--- config.mk ---
export PLATFORM = sky130hd
export DESIGN_NAME = cpu_operand_addressing_decode
export DESIGN_NICKNAME = d
export VERILOG_FILES = /design/src/cpu_decode_pkg.sv /design/src/cpu_operand_addressing_decode.sv
export SDC_FILE = /design/constraint.sdc
export NUM_CORES = 1
export LEC_CHECK = 0
export BUFFER_PORTS_ARGS = -buffer_cell sky130_fd_sc_hd__buf_2
export CORE_ASPECT_RATIO = 1.4
export CORE_MARGIN = 1.5
export CORE_UTILIZATION = 25
export CTS_BUF_LIST = sky130_fd_sc_hd__clkbuf_8 sky130_fd_sc_hd__clkbuf_16
export CTS_CLUSTER_SIZE = 10
export DETAILED_ROUTE_END_ITERATION = 10
export GPL_TIMING_DRIVEN = 0
export SKIP_CTS_REPAIR_TIMING = 1
export SLEW_MARGIN = 20
export SYNTH_ARGS = -nofsm -noshare
export SYNTH_HDL_FRONTEND = slang
export SYNTH_SLANG_ARGS = --single-unit
--- constraint.sdc ---
create_clock -name sys_clk -period 11.3 [get_ports sys_clk]
set_clock_uncertainty 0.15 [all_clocks]
set_input_delay 1.695 -clock sys_clk [delete_from_list [all_inputs] [get_ports sys_clk]]
set_output_delay 1.695 -clock sys_clk [all_outputs]
set_load 0.005 [all_outputs]
--- src/cpu_decode_pkg.sv ---
// constants, types and decode helpers for the operand addressing core
// assumes one clock (the E cycle) and memory that answers in the same cycle
package cpu_decode_pkg;

	// ----------------------------------------------------------------
	// reset values and flag layout
	// ----------------------------------------------------------------
	localparam logic [15:0] PC_RESET  = 16'h0000; // first fetch address
	localparam logic [15:0] SP_RESET  = 16'h00ff; // stack start
	localparam logic [7:0]  CCR_RESET = 8'hd0;    // mask set, top bits one
	localparam logic [1:0]  CCR_TOP   = 2'h3;     // unused bits read one
	localparam int C_BIT = 0; // carry/borrow
	localparam int V_BIT = 1; // overflow
	localparam int Z_BIT = 2; // zero
	localparam int N_BIT = 3; // negative
	localparam int I_BIT = 4; // interrupt mask
	localparam int H_BIT = 5; // half carry

	// ----------------------------------------------------------------
	// opcodes with special handling
	// ----------------------------------------------------------------
	localparam logic [7:0] OP_TEST_A = 8'h4e; // counter test
	localparam logic [7:0] OP_TEST_B = 8'h5e; // counter test
	localparam logic [7:0] OP_BSR    = 8'h8d; // relative in imm column
	localparam logic [7:0] OP_INX    = 8'h08;
	localparam logic [7:0] OP_DEX    = 8'h09;
	localparam logic [7:0] OP_CLV    = 8'h0a;
	localparam logic [7:0] OP_SEV    = 8'h0b;
	localparam logic [7:0] OP_CLC    = 8'h0c;
	localparam logic [7:0] OP_SEC    = 8'h0d;
	localparam logic [7:0] OP_CLI    = 8'h0e;
	localparam logic [7:0] OP_SEI    = 8'h0f;
	localparam logic [7:0] OP_TAB    = 8'h16;
	localparam logic [7:0] OP_TBA    = 8'h17;
	localparam logic [7:0] OP_ABA    = 8'h1b;
	localparam logic [7:0] OP_INS    = 8'h31;
	localparam logic [7:0] OP_DES    = 8'h34;
	localparam logic [7:0] OP_ABX    = 8'h3a;
	localparam logic [7:0] OP_CLRA   = 8'h4f;
	localparam logic [7:0] OP_CLRB   = 8'h5f;

	// ----------------------------------------------------------------
	// types
	// ----------------------------------------------------------------
	typedef enum logic [2:0] {
		register_only_mode, inline_operand_mode, page_zero_mode,
		pointer_offset_mode, absolute_long_mode, branch_offset_mode
	} mode_type;

	typedef enum logic [2:0] {DST_NONE, DST_A, DST_B, DST_D, DST_X, DST_S} dst_type;

	typedef struct packed {
		logic     valid; // assigned code
		logic     test;  // counter test code
		mode_type mode;  // addressing mode
		logic     wide;  // 16-bit operand
		dst_type  dst;   // load destination
	} decode_type;

	// classify from the first byte alone
	function automatic decode_type decode_op(input logic [7:0] op);
		decode_type d;
		logic [3:0] hi;
		logic [3:0] lo;
		d  = '0;
		hi = op[7:4];
		lo = op[3:0];
		d.test = (op == OP_TEST_A) || (op == OP_TEST_B);
		case (op)
			8'h00, 8'h02, 8'h03, 8'h12, 8'h13, 8'h14, 8'h15, 8'h18, 8'h1a,
			8'h1c, 8'h1d, 8'h1e, 8'h1f, 8'h41, 8'h42, 8'h45, 8'h4b, 8'h51,
			8'h52, 8'h55, 8'h5b, 8'h61, 8'h62, 8'h65, 8'h6b, 8'h71, 8'h72,
			8'h75, 8'h7b, 8'h87, 8'h8f, 8'hc7, 8'hcd, 8'hcf: d.valid = 1'b0;
			default: d.valid = !d.test;
		endcase
		case (hi)
			4'h2:                d.mode = branch_offset_mode;
			4'h6, 4'ha, 4'he:    d.mode = pointer_offset_mode;
			4'h7, 4'hb, 4'hf:    d.mode = absolute_long_mode;
			4'h9, 4'hd:          d.mode = page_zero_mode;
			4'h8, 4'hc:          d.mode = inline_operand_mode;
			default:             d.mode = register_only_mode;
		endcase
		if (op == OP_BSR)
			d.mode = branch_offset_mode;
		d.wide = hi[3] && (lo == 4'h3 || lo == 4'hc || lo == 4'he);
		if (hi[3] && lo == 4'h6)
			d.dst = hi[2] ? DST_B : DST_A;
		else if (hi[3] && hi[2] && lo == 4'hc)
			d.dst = DST_D;
		else if (hi[3] && lo == 4'he)
			d.dst = hi[2] ? DST_X : DST_S;
		if (!d.valid) begin
			d.mode = register_only_mode;
			d.dst  = DST_NONE;
			d.wide = 1'b0;
		end
		return d;
	endfunction

	// branch condition from the low opcode nibble and the flags
	function automatic logic branch_cond(input logic [3:0] c, input logic [7:0] f);
		logic nv;
		logic r;
		nv = f[N_BIT] ^ f[V_BIT];
		case (c[3:1])
			3'd0: r = 1'b1;
			3'd1: r = !(f[C_BIT] | f[Z_BIT]);
			3'd2: r = !f[C_BIT];
			3'd3: r = !f[Z_BIT];
			3'd4: r = !f[V_BIT];
			3'd5: r = !f[N_BIT];
			3'd6: r = !nv;
			default: r = !(f[Z_BIT] | nv);
		endcase
		return r ^ c[0];
	endfunction

endpackage

--- src/cpu_operand_addressing_decode.sv ---
// operand addressing and decode core for an 8-bit processor
// assumes memory returns mem_rdata in the cycle that mem_addr is shown
//
// How it works
// RL1 - mode and operation known from opcode alone
// RL2 - 220 valid, 34 unassigned, 2 test codes
// RL3 - test codes count pc until reset
// RL4 - double accumulator is A high, B low
// RL5 - pc points at next instruction byte
// RL6 - stack pointer marks next free stack slot
// RL7 - index register holds data or base address
// RL8 - flags N Z V C, branches test them
// RL9 - half carry from bit 3
// RL10 - mask bit 4 blocks maskable interrupts
// RL11 - top two flag bits read one
// RL12 - inline operand follows opcode, 1 or 2 bytes
// RL13 - page zero: low byte given, high zero
// RL14 - two bytes form absolute address
// RL15 - unsigned offset plus index, index unchanged
// RL16 - register-only codes are one byte
// RL17 - taken branch adds signed displacement to pc
// RL18 - six memory modes, one E cycle per clock
// RL19 - address sums wrap at 16 bits
`timescale 1ns/1ps

module cpu_operand_addressing_decode
	import cpu_decode_pkg::*;
(
	input  wire logic        sys_clk,     // E cycle clock
	input  wire logic        rst,         // async reset
	input  wire logic        irq_n,       // maskable request pin
	input  wire logic [7:0]  mem_rdata,   // memory read data
	output logic      [15:0] mem_addr,    // bus address
	output logic             mem_rd,      // read strobe
	output logic      [15:0] prog_cnt,    // program counter
	output logic      [15:0] stack_ptr,   // stack pointer
	output logic      [15:0] index_reg,   // index register
	output logic      [15:0] acc_d,       // double accumulator
	output logic      [7:0]  ccr_view,    // flags as read
	output logic             irq_pending, // request not masked
	output decode_type       dec_info,    // last opcode decode
	output logic      [15:0] eff_addr,    // operand address
	output logic             ea_valid,    // eff_addr formed pulse
	output logic             bad_op       // unassigned code pulse
);

	// ----------------------------------------------------------------
	// state and internal registers
	// ----------------------------------------------------------------
	typedef enum logic [2:0] {
		ST_FETCH, ST_OPND1, ST_OPND2, ST_DATA1, ST_DATA2, ST_TEST
	} state_type;

	state_type   st;       // sequencer state
	logic [7:0]  acc_a;    // first accumulator
	logic [7:0]  acc_b;    // second accumulator
	logic [7:0]  hi_byte;  // held high byte
	logic [1:0]  irq_sync; // pin synchroniser
	logic [7:0]  opcode;   // opcode being executed
	decode_type  dec;      // decode of the byte on the bus
	logic [15:0] pc_inc;   // pc plus one
	logic [15:0] br_target;
	logic        br_take;
	logic [15:0] next_ea;  // address being formed
	logic        load_now; // final operand byte present
	logic [15:0] load_val; // value being loaded
	logic        is_inh;   // executable one-byte code this cycle
	logic [8:0]  aba_sum;
	logic [4:0]  aba_half;

	// ----------------------------------------------------------------
	// combinational helpers
	// ----------------------------------------------------------------
	assign dec       = decode_op(mem_rdata); // RL1
	assign pc_inc    = prog_cnt + 16'h0001;
	// displacement is counted from the byte after the instruction
	assign br_target = pc_inc + {{8{mem_rdata[7]}}, mem_rdata}; // RL17 RL19
	// the subroutine branch is always taken, other branches test the flags
	assign br_take   = (opcode == OP_BSR) || branch_cond(opcode[3:0], ccr_view); // RL8 RL17
	assign is_inh    = st == ST_FETCH && dec.valid &&
		dec.mode == register_only_mode; // RL16
	assign aba_sum   = {1'b0, acc_a} + {1'b0, acc_b};
	assign aba_half  = {1'b0, acc_a[3:0]} + {1'b0, acc_b[3:0]};
	assign load_val  = dec_info.wide ? {hi_byte, mem_rdata} : {8'h00, mem_rdata};

	// operand address for the current operand byte
	always_comb begin
		case (dec_info.mode)
			page_zero_mode:      next_ea = {8'h00, mem_rdata};             // RL13
			pointer_offset_mode: next_ea = index_reg + {8'h00, mem_rdata}; // RL15 RL19
			default:             next_ea = {hi_byte, mem_rdata};           // RL14
		endcase
	end

	// last byte of a load is on the bus
	always_comb begin
		load_now = 1'b0;
		case (st)
			ST_OPND1: load_now = dec_info.mode == inline_operand_mode && !dec_info.wide;
			ST_OPND2: load_now = dec_info.mode == inline_operand_mode; // RL12
			ST_DATA1: load_now = !dec_info.wide;
			ST_DATA2: load_now = 1'b1;
			default:  load_now = 1'b0;
		endcase
		load_now = load_now && dec_info.dst != DST_NONE;
	end

	// ----------------------------------------------------------------
	// sequencer and bus address
	// ----------------------------------------------------------------
	// every state issues one read; the next address is chosen here
	always_ff @(posedge sys_clk or posedge rst) begin
		if (rst) begin
			st       <= ST_FETCH;
			mem_addr <= PC_RESET;
			mem_rd   <= 1'b0;
		end else begin
			mem_rd   <= 1'b1; // RL18
			mem_addr <= pc_inc;
			case (st)
				ST_FETCH: begin
					if (dec.test)
						st <= ST_TEST; // RL3
					else if (dec.mode == register_only_mode)
						st <= ST_FETCH; // RL16
					else
						st <= ST_OPND1;
				end
				ST_OPND1: begin
					case (dec_info.mode)
						inline_operand_mode: st <= dec_info.wide ? ST_OPND2 : ST_FETCH;
						absolute_long_mode:  st <= ST_OPND2;
						branch_offset_mode: begin
							st <= ST_FETCH;
							if (br_take)
								mem_addr <= br_target; // RL17
						end
						default: begin
							st <= dec_info.dst != DST_NONE ? ST_DATA1 : ST_FETCH;
							if (dec_info.dst != DST_NONE)
								mem_addr <= next_ea;
						end
					endcase
				end
				ST_OPND2: begin
					st <= ST_FETCH;
					if (dec_info.mode == absolute_long_mode && dec_info.dst != DST_NONE) begin
						st       <= ST_DATA1;
						mem_addr <= next_ea; // RL14
					end
				end
				ST_DATA1: begin
					st       <= dec_info.wide ? ST_DATA2 : ST_FETCH;
					mem_addr <= dec_info.wide ? eff_addr + 16'h0001 : prog_cnt;
				end
				ST_DATA2: begin
					st       <= ST_FETCH;
					mem_addr <= prog_cnt;
				end
				default: st <= ST_TEST; // RL3 only reset leaves
			endcase
		end
	end

	// ----------------------------------------------------------------
	// program counter
	// ----------------------------------------------------------------
	always_ff @(posedge sys_clk or posedge rst) begin
		if (rst)
			prog_cnt <= PC_RESET;
		else if (st == ST_OPND1 && dec_info.mode == branch_offset_mode && br_take)
			prog_cnt <= br_target; // RL17
		else if (st == ST_FETCH || st == ST_OPND1 || st == ST_OPND2 || st == ST_TEST)
			prog_cnt <= pc_inc; // RL5 RL3 RL19
	end

	// ----------------------------------------------------------------
	// decode capture, operand address and held byte
	// ----------------------------------------------------------------
	always_ff @(posedge sys_clk or posedge rst) begin
		if (rst) begin
			opcode   <= 8'h01;
			dec_info <= '0;
			hi_byte  <= 8'h00;
			eff_addr <= 16'h0000;
			ea_valid <= 1'b0;
			bad_op   <= 1'b0;
		end else begin
			ea_valid <= 1'b0;
			bad_op   <= 1'b0;
			if (st == ST_FETCH) begin
				opcode   <= mem_rdata;
				dec_info <= dec;                    // RL1
				bad_op   <= !dec.valid && !dec.test; // RL2
			end
			if (st == ST_OPND1 || st == ST_DATA1)
				hi_byte <= mem_rdata;
			if ((st == ST_OPND1 && (dec_info.mode == page_zero_mode ||
				dec_info.mode == pointer_offset_mode)) ||
				(st == ST_OPND2 && dec_info.mode == absolute_long_mode)) begin
				eff_addr <= next_ea; // RL13 RL14 RL15
				ea_valid <= 1'b1;
			end
		end
	end

	// ----------------------------------------------------------------
	// accumulators
	// ----------------------------------------------------------------
	always_ff @(posedge sys_clk or posedge rst) begin
		if (rst) begin
			acc_a <= 8'h00;
			acc_b <= 8'h00;
		end else if (load_now) begin
			case (dec_info.dst)
				DST_A: acc_a <= mem_rdata;
				DST_B: acc_b <= mem_rdata;
				DST_D: {acc_a, acc_b} <= load_val; // RL4
				default: ;
			endcase
		end else if (is_inh) begin
			case (mem_rdata)
				OP_ABA:  acc_a <= aba_sum[7:0];
				OP_TAB:  acc_b <= acc_a;
				OP_TBA:  acc_a <= acc_b;
				OP_CLRA: acc_a <= 8'h00;
				OP_CLRB: acc_b <= 8'h00;
				default: ;
			endcase
		end
	end

	// double accumulator view
	always_ff @(posedge sys_clk or posedge rst) begin
		if (rst)
			acc_d <= 16'h0000;
		else
			acc_d <= {acc_a, acc_b}; // RL4
	end

	// ----------------------------------------------------------------
	// index register and stack pointer
	// ----------------------------------------------------------------
	always_ff @(posedge sys_clk or posedge rst) begin
		if (rst) begin
			index_reg <= 16'h0000;
			stack_ptr <= SP_RESET;
		end else if (load_now) begin
			if (dec_info.dst == DST_X)
				index_reg <= load_val; // RL7
			if (dec_info.dst == DST_S)
				stack_ptr <= load_val; // RL6
		end else if (is_inh) begin
			case (mem_rdata)
				OP_INX: index_reg <= index_reg + 16'h0001;
				OP_DEX: index_reg <= index_reg - 16'h0001;
				OP_ABX: index_reg <= index_reg + {8'h00, acc_b};
				OP_INS: stack_ptr <= stack_ptr + 16'h0001; // RL6
				OP_DES: stack_ptr <= stack_ptr - 16'h0001; // RL6
				default: ;
			endcase
		end
	end

	// ----------------------------------------------------------------
	// condition codes
	// ----------------------------------------------------------------
	always_ff @(posedge sys_clk or posedge rst) begin
		if (rst) begin
			ccr_view <= CCR_RESET;
		end else begin
			ccr_view[7:6] <= CCR_TOP; // RL11
			if (load_now) begin
				ccr_view[N_BIT] <= dec_info.wide ? load_val[15] : mem_rdata[7]; // RL8
				ccr_view[Z_BIT] <= dec_info.wide ? load_val == 16'h0000 :
					mem_rdata == 8'h00;
				ccr_view[V_BIT] <= 1'b0;
			end else if (is_inh) begin
				case (mem_rdata)
					OP_CLC: ccr_view[C_BIT] <= 1'b0;
					OP_SEC: ccr_view[C_BIT] <= 1'b1;
					OP_CLV: ccr_view[V_BIT] <= 1'b0;
					OP_SEV: ccr_view[V_BIT] <= 1'b1;
					OP_CLI: ccr_view[I_BIT] <= 1'b0; // RL10
					OP_SEI: ccr_view[I_BIT] <= 1'b1; // RL10
					OP_INX, OP_DEX: ccr_view[Z_BIT] <=
						(mem_rdata == OP_INX ? index_reg + 16'h0001 :
						index_reg - 16'h0001) == 16'h0000;
					OP_ABA: begin
						ccr_view[H_BIT] <= aba_half[4]; // RL9
						ccr_view[C_BIT] <= aba_sum[8];  // RL8
						ccr_view[N_BIT] <= aba_sum[7];
						ccr_view[Z_BIT] <= aba_sum[7:0] == 8'h00;
						ccr_view[V_BIT] <= (acc_a[7] == acc_b[7]) &&
							(aba_sum[7] != acc_a[7]);
					end
					default: ;
				endcase
			end
		end
	end

	// ----------------------------------------------------------------
	// maskable request: two-flop synchroniser, then the mask
	// ----------------------------------------------------------------
	always_ff @(posedge sys_clk or posedge rst) begin
		if (rst) begin
			irq_sync    <= 2'h3;
			irq_pending <= 1'b0;
		end else begin
			irq_sync    <= {irq_sync[0], irq_n};
			irq_pending <= !irq_sync[1] && !ccr_view[I_BIT]; // RL10
		end
	end

endmodule

# Word level (Yosys, flattened, before mapping)
# Memories as Yosys holds them, arrays and structs flattened.
# Index checks and enable logic that the tools add are counted.
classes:
  addsub: 11
  eq_ne: 84
  n_mux: 56
  bitwise_logic: 5
  reduce_logical: 71
op_table:
  columns: ["cell", "count"]
  rows:
  - ["16-bit two-way mux", 14]
  - ["8-bit by 7-bit equality test with 1-bit output (second input constant)", 20]
  - ["8-bit by 5-bit equality test with 1-bit output (second input constant)", 13]
  - ["16-bit case mux with 2 select lines", 3]
  - ["16-bit by 1-bit adder with 16-bit output (second input constant)", 4]
  - ["8-bit by 4-bit equality test with 1-bit output (second input constant)", 8]
  - ["16-bit case mux with 4 select lines", 1]
  - ["8-bit equality test (second input constant)", 7]
  - ["16-bit case mux with 3 select lines", 1]
  - ["8-bit case mux with 2 select lines", 3]
  - ["34-bit OR reduction", 1]
  - ["16-bit by 8-bit adder with 16-bit output", 2]
  - ["16-bit zero test", 2]
  - ["8-bit two-way mux", 4]
  - ["16-bit by 1-bit subtractor with 16-bit output (second input constant)", 2]
  - ["3-bit equality test (second input constant)", 9]
  - ["3-bit by 2-bit equality test with 1-bit output (second input constant)", 8]
  - ["8-bit by 6-bit equality test with 1-bit output (second input constant)", 3]
  - ["8-bit case mux with 3 select lines", 1]
  - ["3-bit two-way mux", 7]
  - ["3-bit AND reduction", 7]
  - ["1-bit logical AND", 17]
  - ["16-bit adder", 1]
  - ["8-bit by 2-bit equality test with 1-bit output (second input constant)", 2]
  - ["other kinds (32)", 87]
word_totals:
  reg_bits: 152
  mem_bits_ro: 48
  input_bits: 11
  out_inout_bits: 117
  elab_cells: 255
  n_memories: 1
mem_list:
  columns: ["memory", "words", "width", "rd", "rd_ports_with_merged_regs", "wr", "line_no", "text"]
  rows:
  - ["(no name shown)", 16, 3, 1, 0, 0, "cpu_decode_pkg.sv:76", "case (hi)"]

# Longest topological paths before layout
# Gate-level depths: netlist of run 1.
logic_depth:
  word_depth: 10
  depth_mapped: 17
  ltp_nobuf: 15

# Worst setup path after synthesis of run 1
# OpenSTA, ideal clock, no wires.
synth_timing:
  path_kind: "input to register"
  start: "in mem_rdata[3]"
  end: "reg stack_ptr[15]"
  setup_time_ns: 0.087
  arrival_ns: 5.595
  t_required_ns: 11.063
  path_slack_ns: 5.468
  path_stages: 14
  path_buffers: 2
  path_cell_list: "buf_2 buf_2 nor3_1 nand2_1 nor3_1 ha_1 a21oi_1 o21ai_0 a2111oi_2 nor3_1 o31ai_2 xnor2_1 a31o_1 a22oi_1"
synth_via:
  elab_chain_cells: 9
  word_cells_on_any_way: 54
  classes_between: "eq/ne: 38; mux: 6; reduce/logical: 10"
synth_lines:
  columns: ["item", "line_no", "text"]
  rows:
  - ["start, declared", "cpu_operand_addressing_decode.sv:32", "input wire logic [7:0] mem_rdata,"]
  - ["parallel branches: the longest is 9 deep, another holds 34-bit OR reduction", null, null]
  - ["end signal, assigned", "cpu_operand_addressing_decode.sv:252", "stack_ptr <= load_val;"]
  - ["end signal, assigned", "cpu_operand_addressing_decode.sv:258", "OP_INS: stack_ptr <= stack_ptr + 16'h0001;"]
  - ["end signal, assigned", "cpu_operand_addressing_decode.sv:259", "OP_DES: stack_ptr <= stack_ptr - 16'h0001;"]
  - ["end, declared", "cpu_operand_addressing_decode.sv:36", "output logic [15:0] stack_ptr,"]
# Parallel ways; which one is timed is not known. The select of a mux whose other input is x is not followed.
# A chain may end at the register's enable or synchronous reset.

# Worst setup path in the final report of run 1
layout_timing:
  start: "in mem_rdata[2]"
  end: "reg stack_ptr[14]"
# Same word-level chain as after synthesis.

==> results of run 1 <==
==> metrics by stage <==
| step | total power [W] | cell area (um2) |
|---|---|---|
| finish | 0.00123 | 14500 |
| global route | 0.00127 | 14500 |
| CTS | 0.00124 | 14500 |
| detailed placement | 0.000648 | 13900 |
| global placement | 0.000645 | 13900 |
| floorplan | 0.000612 | 12400 |
==> worst max-delay path: stages <==
cell and delay, ps:
buf_2 190, buf_2 250, buf_1 650, nand2_1 200
nor3_2 560, buf_4 310, ha_1 290, nor2b_1 160
o31ai_1 460, a211oi_1 240, nor4_1 410, o21bai_1 190
mux2i_1 180, a31oi_1 110, mux2_2 280
==> final cells by class <==
type	count	area (um2)
Fill cell	5348	34500
Multi-Input combinational cell	1239	8060
Sequential cell	152	3820
Tap cell	637	797
Timing Repair Buffer	128	668
Clock buffer	17	425
Buffer	94	414
Inverter	41	161
Clock inverter	15	159
==> synth_stat cells (25+ instances only) <==
cell	instances	area [um2]
nand2_1	163	612
ha_1	64	801
mux2_2	34	383
a31oi_1	28	175
clkbuf_1	56	210
nor2_1	136	510
buf_2	25	125
xor2_1	39	342
xnor2_1	54	473
nand3_1	66	330
a21oi_1	126	631
nor3_1	37	185
o21ai_0	117	586
inv_1	38	143
dfrtp_1	140	3500
==> per-layer routing <==
layer,up-vias,share of wire [%]
li1,5916,-
met3,148,5.6
met4,0,5.5
met2,585,50
met5,-,0
met1,6352,39
==> report_power, final <==
| part | total (W) | internal, W | switching (W) |
|---|---|---|---|
| sequential | 0.000549 | 0.000546 | 0.00000241 |
| clock | 0.000587 | 0.000295 | 0.000292 |
| combinational | 0.0000901 | 0.0000255 | 0.0000646 |
==> cells in the final DEF, fill, tap and decap left out, drive strengths merged, types with 14 or more instances in the layout <==
| cell | count |
|---|---|
| buf | 166 |
| nand2 | 164 |
| dfrtp | 140 |
| nor2 | 137 |
| a21oi | 127 |
| o21ai | 121 |
| clkbuf | 73 |
| nand3 | 66 |
| ha | 64 |
| xnor2 | 54 |
| inv | 46 |
| xor2 | 39 |
| nor3 | 38 |
| mux2 | 34 |
| a31oi | 28 |
| nand4 | 19 |
| o22ai | 19 |
| o211ai | 17 |
| a221oi | 17 |
| a22o | 16 |
| nand2b | 15 |
| a211oi | 15 |
| a21o | 15 |
| mux2i | 14 |
| or3 | 14 |
| o31ai | 14 |
==> cell families after synthesis <==
kind of cell,count (synthesis),share of synthesized area (%)
other,1,0.0302
AND/OR/NAND/NOR,539,21.1
XOR/XNOR,93,6.55
multiplexers,48,4.21
flip-flops,152,30.7
AO/OA/AOI/OAI,487,25.5
adder cells (fa/ha/maj),69,7.25
buffers and inverters,135,4.57
==> path summary, 6_finish.rpt <==
path,start,end,slack [ps],depth (start not counted)
setup reg to reg,prog_cnt[1]$_DFFE_PP0P_,prog_cnt[15]$_DFFE_PP0P_,6620,15
hold / removal,irq_sync[0]$_DFF_PP1_,irq_sync[1]$_DFF_PP1_,210,0
min in group asynchronous,rst,irq_pending$_DFF_PP0_,1160,2
max in group asynchronous,rst,opcode[0]$_DFFE_PP1P_,9000,3
setup / recovery,mem_rdata[2],stack_ptr[14]$_DFFE_PP0P_,5280,15
hold reg to reg,irq_sync[0]$_DFF_PP1_,irq_sync[1]$_DFF_PP1_,210,0
==> results.py, run 1 <==
metrics = {
    "yosys": {
        "postSynthCellCount": 1524,
        "synth-seq-cells": 152,
        "synth-seq-area-share_pct": 30.7,
        "netlist_area_um2": 12400,
        "syn_area_per_cell_um2": 8.16,
        "synth-main-ff-cell": "dfrtp_1",
        "async_flop_share_pct": 100,
        "yosys_warnings": 0,
        "synth_edf_count": 0,
        "synth.distinct_cells": 94,
    },
    "timing": {
        "worst_slack_ps": 5280,
        "finalMaxSlewViolations": 0,
        "finalCritPeriodShare_pct": 53.2,
        "setup_viol": 0,
        "timing.setup.tns_ps": 0,
        "hold_ws_ps": 208,
        "tightest_slew_ps": 1110,
        "maxSlewHeadroom_pct": 25.2,
        "period_needed_ps": 6020,
        "hold_viol": 0,
        "rsz0062_at_grt": "false",
        "max_clock_freq_ghz": 0.166,
    },
    "drt": {
        "dr.pass1.iters": 5,
        "ant_nets": 0,
        "drc_errors": 0,
        "vias": 13000,
        "wire_per_inst_um": 23.0,
        "drt-total-wl_um": 53400,
        "avgViaCountPerCell": 5.60,
        "drt_iter0_drc": 1169,
    },
    "setup_path": {
        "crit_path_max_fanout": 11,
        "cp-end-kind": "register",
        "crit_required_ps": 11500,
        "worstSetupStartpointType": "primary input",
        "crit_type": "primary input to register",
        "arrival_ps": 6210,
    },
    "global_routing": {
        "grt_max_degree": 79,
        "grt_usage_pct": 20.7,
        "grt-ovfl-total": 0,
        "antenna_found_initial": 0,
        "grt_pass1_wl_um": 78100,
        "grt_use_met1_pct": 23.7,
        "use_met2_pct": 36.4,
        "grt_pass1_vias": 12500,
        "busiest_layer": "met2",
        "met3_usage_pct": 2.79,
    },
    "layout": {
        "area_growth_pct": 16.7,
        "final_core_util_pct": 29.6,
        "drive_gt1_share_pct": 15.7,
        "fin_cells": 2323,
        "antennaDiodeCount": 0,
        "num-nets-final": 1753,
    },
    "floorplan": {
        "dieWidth_um": 191,
        "dieArea_um2": 51100,
        "die_h_um": 267,
        "core.rowCount": 96,
        "coreArea_um2": 49000,
        "pin_count": 128,
        "initial_core_util_pct": 25.4,
    },
    "place": {
        "portBuffers": 125,
        "numPlacedInstances": 2291,
        "dp_slack_ps": 4930,
        "dpl.hpwl_um": 40600,
        "finalWeightedCongestion": 0.972,
    },
    "power_and_ir_drop": {
        "ir_drop_mv": 0.116,
        "leakagePower_nw": 6.17,
        "cellPowerDensity_nw_per_um2": 84.5,
    },
    "outcome": {
        "status": "finished clean",
    },
    "clocking": {
        "cts.clk_slew.worst_paths_ps": 70,
        "cts.sinks": 152,
        "root_buffer": "clkbuf_16",
        "clock_latency_ps": 470,
        "clk_path_buf_depth": 2,
        "htreeDepth": 4,
        "numCtsBuffers": 17,
        "cts_tree": "done",
    },
    "worst_hold_path": {
        "hp-class": "register to register",
    },
    "flow_run": {
        "drv_cap": 0,
    },
}
Power figures use the tool's default switching activity.
==> run 2: changes to the inputs <==
==> constraint.sdc (replaced) <==
create_clock -name sys_clk -period 5.24 [get_ports sys_clk]
set_clock_uncertainty 0.15 [all_clocks]
set_input_delay 0.786 -clock sys_clk [delete_from_list [all_inputs] [get_ports sys_clk]]
set_output_delay 0.786 -clock sys_clk [all_outputs]
set_load 0.005 [all_outputs]
==> results.py, run 2 (synthesis gave the netlist of run 1 again) <==
metrics = {
    "outcome": {
        "status": "finished clean",
    },
    "place": {
        "dpl_cell_area_um2": 13900,
        "dpl.hpwl_um": 40600,
        "portBuffers": 125,
        "finalWeightedCongestion": 0.972,
    },
    "timing": {
        "tightest_slew_ps": 1130,
        "maxSlewHeadroom_pct": 24.3,
        "max_clock_freq_ghz": 0.202,
        "hold_ws_ps": 208,
        "rsz0062_at_grt": "false",
        "hold_viol": 0,
        "finalCritPeriodShare_pct": 94.5,
        "period_needed_ps": 4950,
        "setup_viol": 0,
        "finalMaxSlewViolations": 0,
    },
    "global_routing": {
        "grt_max_degree": 79,
        "grt-ovfl-total": 0,
        "grt_usage_pct": 20.6,
        "grt_pass1_wl_um": 78000,
        "antenna_found_initial": 0,
        "grt_pass1_vias": 12500,
    },
    "setup_path": {
        "crit_required_ps": 5440,
        "cp-end-kind": "register",
        "crit_type": "primary input to register",
        "arrival_ps": 5150,
        "crit_path_max_fanout": 11,
        "worstSetupStartpointType": "primary input",
    },
    "drt": {
        "drt-total-wl_um": 53200,
        "wire_per_inst_um": 22.9,
        "drt_iter0_drc": 1150,
        "dr.pass1.iters": 5,
        "drc_errors": 0,
        "vias": 13000,
        "ant_nets": 0,
        "avgViaCountPerCell": 5.61,
    },
    "clocking": {
        "cts.clk_slew.worst_paths_ps": 70,
        "numCtsBuffers": 17,
        "cts_tree": "done",
        "clock_latency_ps": 470,
        "clk_path_buf_depth": 2,
        "htreeDepth": 4,
        "root_buffer": "clkbuf_16",
        "cts.sinks": 152,
    },
    "power_and_ir_drop": {
        "power_frac_seq_pct": 44.8,
        "cellPowerDensity_nw_per_um2": 182,
        "clkPwrFrac_pct": 47.9,
        "combPwrFrac_pct": 7.3,
        "swShare_pct": 29.2,
        "p_switching_w": 0.000772,
        "ir_drop_mv": 0.252,
        "leakagePower_nw": 6.17,
        "intPower_w": 0.00187,
    },
    "layout": {
        "mostFrequentLayoutCells": "nand2_1, buf_2, dfrtp_1, nor2_1, a21oi_1",
        "stdcell_area_um2": 14500,
        "antennaDiodeCount": 0,
        "final_common_cell": "nand2_1",
        "final_core_util_pct": 29.6,
        "drive_gt1_share_pct": 15.7,
        "area_growth_pct": 16.7,
        "num-nets-final": 1752,
    },
    "floorplan": {
        "die_h_um": 267,
        "pin_count": 128,
        "initial_core_util_pct": 25.4,
        "coreArea_um2": 49000,
        "dieWidth_um": 191,
        "dieArea_um2": 51100,
        "core.rowCount": 96,
    },
    "worst_hold_path": {
        "hp-class": "register to register",
    },
    "flow_run": {
        "drv_cap": 0,
    },
}
-- run 2: changes by cell type in the layout (fill, tap and decap cells not counted) --
cell / change
buf_1: -1
-- run 2: final timing paths --
kind / from / to / slack [ps] / cells after the start
worst max-delay path: mem_rdata[3] / stack_ptr[14]$_DFFE_PP0P_ / 290 / 16
max in group asynchronous: rst / opcode[0]$_DFFE_PP1P_ / 3850 / 3
worst min register to register: irq_sync[0]$_DFF_PP1_ / irq_sync[1]$_DFF_PP1_ / 210 / 0
min in group asynchronous: rst / irq_pending$_DFF_PP0_ / 250 / 2
worst min-delay path: irq_sync[0]$_DFF_PP1_ / irq_sync[1]$_DFF_PP1_ / 210 / 0
worst max register to register: prog_cnt[1]$_DFFE_PP0P_ / mem_addr[10]$_DFF_PP0_ / 560 / 12
-- run 2: layer usage --
layer	track usage, %	wire, um	vias to the layer above
met1	23.7	20700	6334
met4	12.1	3080	0
li1	-	-	5932
met2	36.3	26600	590
met5	0	0	-
met3	2.79	2910	161
-- run 2: metrics by stage --
step | total power, W | setup TNS [ps] | worst slack, ps | std cells
4_1_cts | 0.00267 | 0 | 254 | 2323
5_1_grt | 0.00273 | 0 | 88.9 | 2322
3_3_place_gp | 0.00139 | -287450 | -2000 | 2288
6_report | 0.00264 | 0 | 290 | 2322
3_5_place_dp | 0.00140 | -397 | -222 | 2291
2_1_floorplan | 0.00132 | 0 | 231 | 1526
-- run 2: area by class of cell --
type | instances | area, um2
tap | 637 | 797
clock buffer | 17 | 425
clock inverter | 15 | 159
timing repair buffer | 128 | 668
multi-input combinational | 1239 | 8060
sequential | 152 | 3820
buffer | 93 | 410
fill | 5348 | 34500
inverter | 41 | 161
-- run 2: critical path: stages --
cell      delay, ps
buf_2           170
buf_2           190
buf_2           260
nor3_1          390
nand2_1         150
nor3_2          550
buf_4           310
ha_1            290
nor2b_1         160
o31ai_1         460
a211oi_1        240
nor4_1          420
o21bai_1        180
mux2i_1         180
a31oi_1         110
mux2_2          280
-- run 2: power groups by stage --
| stage | logic (W) | registers, W | clock network, W |
|---|---|---|---|
| floorplan | 0.000116 | 0.00120 | 0 |
| global placement | 0.000186 | 0.00121 | 0 |
| detailed placement | 0.000192 | 0.00121 | 0 |
| CTS | 0.000193 | 0.00118 | 0.00129 |
| global route | 0.000210 | 0.00118 | 0.00134 |
| finish | 0.000194 | 0.00118 | 0.00126 |
==> run 3: changes to the inputs <==
--- a/config.mk
+++ b/config.mk
@@ -8,7 +8,7 @@
 export BUFFER_PORTS_ARGS = -buffer_cell sky130_fd_sc_hd__buf_2
 export CORE_ASPECT_RATIO = 1.4
 export CORE_MARGIN = 1.5
-export CORE_UTILIZATION = 25
+export CORE_UTILIZATION = 35
 export CTS_BUF_LIST = sky130_fd_sc_hd__clkbuf_8 sky130_fd_sc_hd__clkbuf_16
 export CTS_CLUSTER_SIZE = 10
 export DETAILED_ROUTE_END_ITERATION = 10
==> results.py, run 3 (synthesis gave the netlist of run 1 again) <==
metrics = {
    "place": {
        "numPlacedInstances": 2110,
        "finalWeightedCongestion": 0.961,
        "dpl.hpwl_um": 39400,
        "portBuffers": 125,
        "dp_slack_ps": -231,
    },
    "drt": {
        "drt_iter0_drc": 1034,
        "drc_errors": 0,
        "ant_nets": 0,
        "wire_per_inst_um": 23.9,
        "avgViaCountPerCell": 6.00,
        "drt-total-wl_um": 51300,
        "vias": 12900,
        "dr.pass1.iters": 5,
    },
    "setup_path": {
        "crit_required_ps": 5450,
        "r2r-start": "prog_cnt[0]$_DFFE_PP0P_",
        "worstSetupStartpointType": "register",
        "r2r_end": "mem_addr[14]$_DFF_PP0_",
        "crit_path_max_fanout": 8,
        "critical_path.top_delay_family": "compound AO/OA/AOI/OAI gates",
        "cp_num_buf_inv": 3,
        "crit_type": "register to register",
        "critPathCapture": "mem_addr[14]$_DFF_PP0_",
        "crit_start": "prog_cnt[0]$_DFFE_PP0P_",
        "arrival_ps": 5120,
        "path_cells": "buf_2, nand3_1, or3_1, clkbuf_1, xnor2_1, inv_1, ha_1, a21oi_1, nand2_1, o21ai_0, o21ai_0, a311oi_1, xnor2_1, o211ai_1, a31oi_1",
        "reg2regPathDepth": 15,
        "cp.depth": 15,
        "regToRegSetupSlack_ps": 340,
        "cp-end-kind": "register",
        "crit_slowest_cell": "xnor2_1",
        "worst_path_largest_cell_delay_ps": 470,
    },
    "clocking": {
        "cts.clk_slew.worst_paths_ps": 70,
        "clock_latency_ps": 470,
        "cts_tree": "done",
        "numCtsBuffers": 17,
        "cts.sinks": 152,
        "root_buffer": "clkbuf_16",
        "htreeDepth": 4,
        "clk_path_buf_depth": 2,
    },
    "layout": {
        "area_growth_pct": 15.3,
        "drive_gt1_share_pct": 15.7,
        "mostFrequentLayoutCells": "nand2_1, buf_2, dfrtp_1, nor2_1, a21oi_1",
        "fin_cells": 2142,
        "num-nets-final": 1752,
        "final_common_cell": "nand2_1",
        "final_core_util_pct": 41.0,
    },
    "global_routing": {
        "antenna_found_initial": 0,
        "grt_usage_pct": 28.2,
        "grt_max_degree": 86,
        "grt-ovfl-total": 0,
        "grt_pass1_wl_um": 76500,
        "grt_pass1_vias": 12500,
    },
    "timing": {
        "tightest_slew_ps": 1120,
        "finalCritPeriodShare_pct": 93.5,
        "maxSlewHeadroom_pct": 24.3,
        "period_needed_ps": 4900,
        "max_clock_freq_ghz": 0.204,
        "worst_slack_ps": 338,
        "timing.setup.tns_ps": 0,
        "hold_viol": 0,
        "rsz0062_at_grt": "false",
        "setup_viol": 0,
        "finalMaxSlewViolations": 0,
    },
    "worst_hold_path": {
        "hp-class": "register to register",
    },
    "power_and_ir_drop": {
        "swShare_pct": 28.0,
        "cellPowerDensity_nw_per_um2": 192,
        "power_frac_seq_pct": 43.1,
        "combPwrFrac_pct": 6.9,
        "p_switching_w": 0.000770,
        "ir_drop_mv": 0.198,
        "clkPwrFrac_pct": 50.0,
        "leakagePower_nw": 6.20,
        "total_power_w": 0.00275,
        "intPower_w": 0.00198,
    },
    "floorplan": {
        "dieWidth_um": 162,
        "dieArea_um2": 36700,
        "coreArea_um2": 35000,
        "core.rowCount": 81,
        "initial_core_util_pct": 35.6,
        "die_h_um": 226,
        "pin_count": 128,
    },
    "flow_run": {
        "drv_cap": 0,
    },
    "outcome": {
        "status": "finished clean",
    },
}
==> run 3: power by group through the flow <==
stage | sequential, W | clock (W) | combinational (W)
3_5_place_dp | 0.00121 | 0 | 0.000187
2_1_floorplan | 0.00120 | 0 | 0.000116
6_report | 0.00119 | 0.00138 | 0.000189
4_1_cts | 0.00118 | 0.00140 | 0.000188
5_1_grt | 0.00118 | 0.00145 | 0.000206
3_3_place_gp | 0.00121 | 0 | 0.000182
==> run 3: area by class of cell <==
| class | instances | area, um2 |
|---|---|---|
| Multi-Input combinational cell | 1239 | 8070 |
| Sequential cell | 152 | 3820 |
| Inverter | 41 | 161 |
| Fill cell | 3633 | 20600 |
| Clock inverter | 14 | 200 |
| Tap cell | 456 | 571 |
| Clock buffer | 18 | 439 |
| Buffer | 93 | 410 |
| Timing Repair Buffer | 128 | 668 |
| Antenna cell | 1 | 2.50 |
==> run 3: through the flow <==
step / cell area (um2) / hold slack [ps]
global placement: 13600 / 196
finish: 14300 / 212
CTS: 14300 / 214
global route: 14300 / 216
detailed placement: 13700 / 204
floorplan: 12400 / 195
==> run 3: how the worst min path moves through the flow <==
stage / start / to / slack [ps] / cells after the start
final: irq_sync[0]$_DFF_PP1_ / irq_sync[1]$_DFF_PP1_ / 210 / 0
after floorplan: irq_sync[0]$_DFF_PP1_ / irq_sync[1]$_DFF_PP1_ / 200 / 0
after detailed placement: irq_sync[0]$_DFF_PP1_ / irq_sync[1]$_DFF_PP1_ / 200 / 0
after CTS: irq_sync[0]$_DFF_PP1_ / irq_sync[1]$_DFF_PP1_ / 210 / 0
after global routing: irq_sync[0]$_DFF_PP1_ / irq_sync[1]$_DFF_PP1_ / 220 / 0
after global placement: irq_sync[0]$_DFF_PP1_ / irq_sync[1]$_DFF_PP1_ / 200 / 0
==> run 3: per-layer routing <==
layer / share of wire [%] / global-route usage, % / up-vias / wire length, um
met4: 7.3 / 20.2 / 0 / 3750
met5: 0 / 0 / - / 0
met2: 50 / 49.2 / 558 / 25500
met1: 37 / 30.8 / 6182 / 19200
met3: 5.6 / 4.63 / 176 / 2870
li1: - / - / 5934 / -
